File: src/rtl/upmsd_cfg.svh
// Field positions, codes and widths for the micro-instruction signal decoder
`ifndef UPMSD_CFG_SVH
`define UPMSD_CFG_SVH
`define UPMSD_CS_PH1 31
`define UPMSD_CS_PH2 30
`define UPMSD_CS_PH3 29
`define UPMSD_CS_PH4 28
`define UPMSD_L0_FIRST_HI 23
`define UPMSD_L0_FIRST_LO 22
`define UPMSD_L0_SECOND_HI 21
`define UPMSD_L0_SECOND_LO 20
`define UPMSD_L1_FIRST 19
`define UPMSD_L1_SECOND 18
`define UPMSD_L2_FIRST 17
`define UPMSD_L2_SECOND 16
`define UPMSD_L3_FIRST 15
`define UPMSD_L3_SECOND 14
`define UPMSD_L4_FIRST_OR_SAMPLE 13
`define UPMSD_L4_SECOND_OR_WAIT 12
`define UPMSD_L5_FIRST 11
`define UPMSD_L5_SECOND 10
`define UPMSD_REDO_HI 9
`define UPMSD_REDO_LO 8
`define UPMSD_LINE_DEFAULT 2'h0
`define UPMSD_LINE_RESERVED 2'h1
`define UPMSD_LINE_LOW 2'h2
`define UPMSD_LINE_HIGH 2'h3
`define UPMSD_DIV_2 2'h0
`define UPMSD_DIV_4 2'h1
`define UPMSD_DIV_8 2'h2
`define UPMSD_PHASE_LAST 2'h3
`define UPMSD_PRE_ZERO 3'h0
`define UPMSD_CS_IDLE 1'h1
`endif

File: src/rtl/upmsd_pkg.sv
// Types shared by the micro-instruction signal decoder
package upmsd_pkg;
  typedef enum logic [1:0] {
    UPMSD_Q1,
    UPMSD_Q2,
    UPMSD_Q3,
    UPMSD_Q4
  } upmsd_phase_t;

  typedef struct packed {
    logic cs_n;
    logic [5:0] lines;
    logic line4_oe_n;
  } upmsd_pins_t;

  typedef struct packed {
    logic valid;
    logic [31:0] word;
  } upmsd_word_t;
endpackage
File: src/rtl/upmsd_decoder.sv
// Micro-instruction upper-field decoder and signal timing generator
//
// Contract
// RULE_01 - Bit 31 sets chip select in quarter 1, or first half at divider 2.
// RULE_02 - Bit 30 sets chip select in quarter 2; ignored at divider 2.
// RULE_03 - Bit 29 sets chip select in quarter 3, or second half at divider 2.
// RULE_04 - Bit 28 sets chip select in quarter 4; ignored at divider 2.
// RULE_05 - Bits 23-22 set line 0 first half: default, reserved, low, high.
// RULE_06 - Bits 21-20 set line 0 second half with the same coding.
// RULE_07 - Bits 19 and 18 set line 1 in first and second halves.
// RULE_08 - Bits 17 and 16 set line 2 in first and second halves.
// RULE_09 - Bits 15 and 14 set line 3 in first and second halves.
// RULE_10 - Bits 11 and 10 set line 5 in first and second halves.
// RULE_11 - Select bit 0: shared pin is output line 4, bit 13 first half.
// RULE_12 - Select bit 0: bit 12 sets line 4 in second half.
// RULE_13 - Select bit 1, reads: bit 13 picks sample at next quarter 1 or quarter 3.
// RULE_14 - Select bit 1: bit 12 enables wait; asserted wait freezes all pins.
// RULE_15 - Bits 9-8 execute the word one to four times.
// RULE_16 - At divider 2 quarter changes become half-cycle changes.
// RULE_17 - Bits 27-24 ignored; reserved line 0 code holds line level.
`include "upmsd_cfg.svh"
module upmsd_decoder (
  input wire logic mclk_i,
  input wire logic srst_i,
  input wire logic ce_i,
  input wire upmsd_pkg::upmsd_word_t word_i,
  output logic word_ready_o,
  output logic word_done_o,
  input wire logic [1:0] bus_clock_divider_i,
  input wire logic line0_default_level_i,
  input wire logic line4_direction_select_i,
  input wire logic read_access_i,
  input wire logic memory_wait_input_i,
  output upmsd_pkg::upmsd_pins_t pins_o,
  output logic sample_data_o,
  output logic waiting_o
);
  logic [31:0] word;
  logic active;
  logic [1:0] redo_left;
  logic wait_meta;
  logic wait_sync;
  logic tick;
  logic frozen;
  logic div2;
  logic last_phase;
  logic pin_cs_n;
  logic [5:0] pin_lines;
  logic pin_oe_n;
  logic next_cs_n;
  logic [5:0] next_lines;
  upmsd_pkg::upmsd_phase_t phase;
  upmsd_pkg::upmsd_phase_t shown_phase;

  // Wait pin crosses in from the memory side
  always_ff @(posedge mclk_i) begin
    if (srst_i) begin
      wait_meta <= 1'h0;
      wait_sync <= 1'h0;
    end else if (ce_i) begin
      wait_meta <= memory_wait_input_i;
      wait_sync <= wait_meta;
    end
  end

  assign div2 = (bus_clock_divider_i == `UPMSD_DIV_2);
  // Wait freeze only counts while the pin is an input and the word enables it
  assign frozen = active && line4_direction_select_i && word[`UPMSD_L4_SECOND_OR_WAIT] && wait_sync; // [RULE_14]
  assign waiting_o = frozen;

  upmsd_phase_gen #(
    .PRE_W(3)
  ) u_phase (
    .mclk_i(mclk_i),
    .srst_i(srst_i),
    .ce_i(ce_i && !frozen), // [RULE_14]
    .run_i(active),
    .div_i(bus_clock_divider_i),
    .tick_o(tick),
    .phase_o(phase)
  );

  assign last_phase = div2 ? (phase == upmsd_pkg::UPMSD_Q3) : (phase == upmsd_pkg::UPMSD_Q4);
  assign word_ready_o = !active || (tick && last_phase && redo_left == 2'h0 && !frozen);
  assign word_done_o = active && tick && last_phase && redo_left == 2'h0 && !frozen;

  // Word register and repeat counter
  always_ff @(posedge mclk_i) begin
    if (srst_i) begin
      word <= 32'h0000_0000;
      active <= 1'h0;
      redo_left <= 2'h0;
    end else if (ce_i && !frozen) begin
      if (word_ready_o) begin
        active <= word_i.valid;
        if (word_i.valid) begin
          word <= word_i.word;
          redo_left <= word_i.word[`UPMSD_REDO_HI:`UPMSD_REDO_LO]; // [RULE_15]
        end
      end else if (tick && last_phase) begin
        redo_left <= redo_left - 2'h1; // [RULE_15]
      end
    end
  end

  // Phase whose levels should be on the pins next; divider 2 only visits Q1 and Q3
  always_comb begin
    shown_phase = phase;
    if (word_ready_o && word_i.valid) begin
      shown_phase = upmsd_pkg::UPMSD_Q1;
    end else if (tick) begin
      shown_phase = upmsd_pkg::upmsd_phase_t'(2'(phase) + (div2 ? 2'h2 : 2'h1)); // [RULE_16]
    end
  end

  function automatic logic line0_level(input logic [1:0] code, input logic dflt, input logic hold);
    logic lvl;
    lvl = hold;
    unique case (code)
      `UPMSD_LINE_DEFAULT: lvl = dflt;
      `UPMSD_LINE_RESERVED: lvl = hold; // [RULE_17]
      `UPMSD_LINE_LOW: lvl = 1'h0;
      `UPMSD_LINE_HIGH: lvl = 1'h1;
    endcase
    return lvl;
  endfunction

  logic [31:0] src;
  logic first_half;
  assign src = (word_ready_o && word_i.valid) ? word_i.word : word;
  assign first_half = (shown_phase == upmsd_pkg::UPMSD_Q1) || (shown_phase == upmsd_pkg::UPMSD_Q2);

  always_comb begin
    next_cs_n = pin_cs_n;
    next_lines = pin_lines;
    // A finished word with nothing behind it keeps its last levels
    if ((active && !word_done_o) || (word_ready_o && word_i.valid)) begin
      unique case (shown_phase)
        upmsd_pkg::UPMSD_Q1: next_cs_n = src[`UPMSD_CS_PH1]; // [RULE_01]
        upmsd_pkg::UPMSD_Q2: next_cs_n = src[`UPMSD_CS_PH2]; // [RULE_02]
        upmsd_pkg::UPMSD_Q3: next_cs_n = src[`UPMSD_CS_PH3]; // [RULE_03]
        upmsd_pkg::UPMSD_Q4: next_cs_n = src[`UPMSD_CS_PH4]; // [RULE_04]
      endcase
      if (first_half) begin
        next_lines[0] = line0_level(src[`UPMSD_L0_FIRST_HI:`UPMSD_L0_FIRST_LO],
                                    line0_default_level_i, pin_lines[0]); // [RULE_05]
        next_lines[1] = src[`UPMSD_L1_FIRST]; // [RULE_07]
        next_lines[2] = src[`UPMSD_L2_FIRST]; // [RULE_08]
        next_lines[3] = src[`UPMSD_L3_FIRST]; // [RULE_09]
        next_lines[5] = src[`UPMSD_L5_FIRST]; // [RULE_10]
        if (!line4_direction_select_i) begin
          next_lines[4] = src[`UPMSD_L4_FIRST_OR_SAMPLE]; // [RULE_11]
        end
      end else begin
        next_lines[0] = line0_level(src[`UPMSD_L0_SECOND_HI:`UPMSD_L0_SECOND_LO],
                                    line0_default_level_i, pin_lines[0]); // [RULE_06]
        next_lines[1] = src[`UPMSD_L1_SECOND]; // [RULE_07]
        next_lines[2] = src[`UPMSD_L2_SECOND]; // [RULE_08]
        next_lines[3] = src[`UPMSD_L3_SECOND]; // [RULE_09]
        next_lines[5] = src[`UPMSD_L5_SECOND]; // [RULE_10]
        if (!line4_direction_select_i) begin
          next_lines[4] = src[`UPMSD_L4_SECOND_OR_WAIT]; // [RULE_12]
        end
      end
    end
  end

  // Pins hold their last level between words, so a stall leaves no glitch
  always_ff @(posedge mclk_i) begin
    if (srst_i) begin
      pin_cs_n <= `UPMSD_CS_IDLE;
      pin_lines <= 6'h00;
    end else if (ce_i && !frozen) begin // [RULE_14]
      pin_cs_n <= next_cs_n;
      pin_lines <= next_lines;
    end
  end

  // Shared pin released on the clock edge after it is selected as the wait input
  always_ff @(posedge mclk_i) begin
    if (srst_i) begin
      pin_oe_n <= 1'h1;
    end else if (ce_i) begin
      pin_oe_n <= line4_direction_select_i; // [RULE_11]
    end
  end

  assign pins_o = {pin_cs_n, pin_lines, pin_oe_n};

  // Data sampling strobe: Q3 of this cycle, or Q1 of the next one
  always_ff @(posedge mclk_i) begin
    if (srst_i) begin
      sample_data_o <= 1'h0;
    end else if (ce_i) begin
      sample_data_o <= 1'h0;
      if (!frozen && tick && active && line4_direction_select_i && read_access_i) begin
        if (word[`UPMSD_L4_FIRST_OR_SAMPLE] && shown_phase == upmsd_pkg::UPMSD_Q3) begin
          sample_data_o <= 1'h1; // [RULE_13]
        end
        // Late sample lands on the edge that opens the next bus cycle
        if (!word[`UPMSD_L4_FIRST_OR_SAMPLE] && last_phase) begin
          sample_data_o <= 1'h1; // [RULE_13]
        end
      end
    end
  end
endmodule

File: src/rtl/upmsd_phase_gen.sv
// Quarter-phase generator: divides the system clock into bus-clock quarters
`include "upmsd_cfg.svh"
module upmsd_phase_gen #(
  parameter int PRE_W = 3
) (
  input wire logic mclk_i,
  input wire logic srst_i,
  input wire logic ce_i,
  input wire logic run_i,
  input wire logic [1:0] div_i,
  output logic tick_o,
  output upmsd_pkg::upmsd_phase_t phase_o
);
  logic [PRE_W-1:0] pre;
  logic [PRE_W-1:0] pre_max;
  logic [1:0] step;

  // One bus quarter lasts div/4 system cycles; divider 2 walks by half phases
  always_comb begin
    pre_max = PRE_W'(0);
    step = 2'h1;
    unique case (div_i)
      `UPMSD_DIV_2: step = 2'h2;
      `UPMSD_DIV_4: pre_max = PRE_W'(0);
      `UPMSD_DIV_8: pre_max = PRE_W'(1);
      default: pre_max = PRE_W'(0);
    endcase
  end

  assign tick_o = run_i && (pre == pre_max);

  always_ff @(posedge mclk_i) begin
    if (srst_i) begin
      pre <= PRE_W'(0);
    end else if (ce_i) begin
      if (!run_i || pre == pre_max) begin
        pre <= PRE_W'(0);
      end else begin
        pre <= pre + PRE_W'(1);
      end
    end
  end

  always_ff @(posedge mclk_i) begin
    if (srst_i) begin
      phase_o <= upmsd_pkg::UPMSD_Q1;
    end else if (ce_i) begin
      if (!run_i) begin
        phase_o <= upmsd_pkg::UPMSD_Q1;
      end else if (tick_o) begin
        phase_o <= upmsd_pkg::upmsd_phase_t'(2'(phase_o) + step); // [RULE_16]
      end
    end
  end
endmodule

File: config.mk
export PLATFORM = sky130hd
export DESIGN_NAME = upmsd_decoder
export DESIGN_NICKNAME = d
export VERILOG_FILES = /design/src/rtl/upmsd_pkg.sv /design/src/rtl/upmsd_decoder.sv /design/src/rtl/upmsd_phase_gen.sv
export VERILOG_INCLUDE_DIRS = /design/src /design/src/rtl
export SDC_FILE = /design/constraint.sdc
export NUM_CORES = 1
export LEC_CHECK = 0
export BUFFER_PORTS_ARGS = -buffer_cell sky130_fd_sc_hd__clkbuf_2
export CAP_MARGIN = 20
export CORE_MARGIN = 3
export CORE_UTILIZATION = 56
export CTS_CLUSTER_DIAMETER = 60
export DETAILED_ROUTE_END_ITERATION = 16
export GPL_ROUTABILITY_DRIVEN = 0
export GPL_TIMING_DRIVEN = 0
export PLACE_DENSITY = 0.84
export SLEW_MARGIN = 0
export SYNTH_ARGS = -nofsm -noshare
export SYNTH_HDL_FRONTEND = slang
export SYNTH_SLANG_ARGS = --single-unit
export TNS_END_PERCENT = 10
File: constraint.sdc
create_clock -name mclk_i -period 7.1 [get_ports mclk_i]
set_clock_uncertainty 0.05 [all_clocks]
set_input_delay 1.065 -clock mclk_i [delete_from_list [all_inputs] [get_ports mclk_i]]
set_output_delay 1.065 -clock mclk_i [all_outputs]
set_load 0.02 [all_outputs]
==> impl_metrics.csv <==
group,metric,value,unit
sta,rsz0062_at_grt,"no",
clocking,holdBufCountCts,0,
yosys,syn_area,2050,µm²
yosys,ys_seq_area_share,36.1,%
cells_and_area,antenna_cells,0,
worst_setup_path,worstSetupStartpointType,"input pin",
cells_and_area,drive_gt1_share,25.2,%
yosys,synth_edf_count,0,
drt,ant_nets,0,
drt,routed_via_density,5.84,
yosys,synthFlopType,"dfxtp_1",
placed_design,dp_hpwl,3670,µm
pwr,leakage,1.01,nW
yosys,post_synth_num_cell_types,56,
clocking,cts_tree,"built",
grt,antenna_found_initial,0,
pwr,power.density,203,nW/µm²
drt,wl_per_cell,15.1,µm
clocking,numCtsBuffers,5,
drt,vias,1984,
worst_hold_path,min_path_type,"reg -> reg",
pwr,p_sw_share,26.2,%
worst_setup_path,r2r_start,"u_phase.phase_o[0]",
clocking,clock-sinks,37,
clocking,clkTransAtPathRegs,0.08,ns
sta,period_share,57.9,%
clocking,cts_root_buffer,"clkbuf_8",
pwr,pwr-share-seq,45.6,%
worst_setup_path,rrSetupSlack,4.62,ns
worst_setup_path,critPathKind,"in -> out",
sta,tightest_slew,0.623,ns
cells_and_area,area_growth,18.0,%
pwr,combPwrFrac,15.7,%
yosys,synth_area_per_cell,8.30,µm²
grt,grt_overflow,0,
drt,drc,0,
clocking,cts_setup_buffers,0,
floorplanning,coreArea,3440,µm²
sta,final_max_slew_viol_count,0,
floorplanning,start_util,59.5,%
sta,setup_viol,0,
cells_and_area,layout_commonest_cell,"nand2_1",
run_status,status,"finished clean",
pwr,cell_internal_pwr,0.000362,W
drt,first_pass_iters,5,
drt,drtIter0Drc,228,
sta,final-hold-violation-count,0,
pwr,power.total,0.000490,W
yosys,synth.net_count,292,
cells_and_area,final_nets,338,
worst_setup_path,end_kind,"primary output",
floorplanning,rows,21,
placed_design,port_buffers,39,
sta,finalSetupTns,0,ns
grt,grt_max_degree,12,
worst_setup_path,cp_max_fo,5,
grt,first_global_vias,1717,
sta,min_period,4.11,ns
floorplanning,die_h,66.5,µm
floorplanning,die_w,66.5,µm
yosys,syn_inst,247,
yosys,synth_seq_cells,37,
worst_setup_path,reg2reg_depth,8,
grt,grt_use_total,24.1,%
worst_setup_path,crit_path_end,"word_ready_o",
clocking,clk_latency,0.29,ns
worst_setup_path,r2r-end,"word[15]",
floorplanning,die-area,4420,µm²
clocking,htree_num_levels,2,
yosys,yosysWarningCount,0,
cells_and_area,nFillCells,286,
sta,max_freq,243,MHz
pwr,clkPwrFrac,38.8,%
cells_and_area,mostFrequentLayoutCells,"46 x nand2_1, 39 x clkbuf_2, 37 x dfxtp_1",
sta,slew_headroom,58.1,%
clocking,clock_path_buffers,2,
worst_setup_path,cp_data_required_time,5.98,ns
drt,wl,5140,µm
pwr,switchingPower,0.000128,W
yosys,async_flop_share,0,%
grt,grt_pass1_wl,8110,µm
clocking,ctsResizeCount,0,
worst_setup_path,startpoint,"bus_clock_divider_i[0]",
floorplanning,ios,54,
run,maxCapViolations,0,
worst_setup_path,arrival,3.00,ns
pwr,irDropWorstVdd,207,µV
-- metrics by stage --
stage | hold slack, ns | setup WS (ns) | cell area [µm²] | utilization, % | instances
6_report | 0.404 | 2.99 | 2420 | 70.3 | 340
5_1_grt | 0.427 | 2.84 | 2420 | 70.3 | 340
4_1_cts | 0.404 | 3.01 | 2420 | 70.3 | 340
3_5_place_dp | 0.395 | 3.03 | 2300 | 66.9 | 332
3_3_place_gp | 0.387 | 3.04 | 2300 | 66.9 | 332
2_1_floorplan | 0.382 | 3.22 | 2050 | - | 247
-- registers in the layout, summed over array words and instances, names as in the netlist --
signal and cells:
word 18, active 1, wait_meta 1, u_phase.pre 3, u_phase.phase_o 2, sample_data_o 1, pin_cs_n 1, pin_lines 6
wait_sync 1, redo_left 2, pin_oe_n 1
-- area by class of cell --
class | count | area, µm² | share of cell area, %
inverters | 7 | 26.3 | 1.09
flip-flops and latches | 37 | 741 | 30.6
repair buffers | 39 | 195 | 8.07
clock buffers | 7 | 86.3 | 3.57
well taps | 46 | 57.6 | 2.38
plain buffers | 15 | 75.1 | 3.10
multi-input cells | 188 | 1210 | 49.9
clock inverters | 1 | 30.0 | 1.24
-- power by group through the flow --
stage,Clock (W),Combinational (W),Sequential [W]
after floorplan,0,0.0000493,0.000229
after global placement,0,0.0000739,0.000228
after detailed placement,0,0.0000755,0.000228
after CTS,0.000188,0.0000762,0.000223
after global routing,0.000198,0.0000845,0.000224
final,0.000190,0.0000767,0.000223
-- synth_stat cells (all sizes together) (2+ instances only) --
cell,count,share of area [%]
a22oi,2,0.73
nand3b,4,1.5
a211oi,6,3.4
a31oi,2,0.92
a21boi,2,0.73
dfxtp,37,36
a21oi,25,6.1
a221oi,2,1.5
nor3,6,1.5
nor4,3,0.92
nand3,4,0.98
o31ai,5,2.5
buf,6,2.0
nand2,47,9.4
inv,7,1.3
and3,8,2.4
nor2,23,4.3
mux2i,3,1.5
ha,3,1.8
o21a,2,0.73
a21o,2,0.73
o21ai,6,1.5
or2,2,0.61
nand4,2,0.61
clkbuf,9,1.6
nor2b,6,2.2
o41ai,5,4.0
-- worst max-delay path: stages --
cell and delay, ns:
clkbuf_2 0.12, or2_2 0.28, ha_1 0.30, and2b_1 0.27, nand3_1 0.17, o31ai_1 0.52
clkbuf_2 0.27
-- per-layer routing --
metal	GRT usage, %	routed length [µm]	vias up
met5	0	0	-
met4	8.88	80	0
met3	6.07	421	11
met2	37.7	2360	95
met1	31.9	2270	897
li1	-	-	981
-- cells by family (layout without fill, tap and decap cells) --
family | Yosys count | in the layout | share of synthesized area (%)
AND/OR/NAND/NOR | 111 | 111 | 26.8
AO/OA/AOI/OAI | 69 | 69 | 27.0
flip-flops | 37 | 37 | 36.1
buffers and inverters | 22 | 69 | 4.94
adder cells (fa/ha/maj) | 3 | 3 | 1.83
multiplexers | 3 | 3 | 1.47
XOR/XNOR | 2 | 2 | 1.77
-- worst min path at each step --
stage / cells after the start / startpoint / slack, ns / end
CTS: 2 / word[17] / 0.40 / word[17]
finish: 2 / word[17] / 0.40 / word[17]
detailed placement: 2 / word[17] / 0.39 / word[17]
floorplan: 2 / word[11] / 0.38 / word[11]
global route: 2 / word[17] / 0.43 / word[17]
global placement: 2 / word[17] / 0.39 / word[17]
Note: power is estimated with default switching activity, not from simulation.
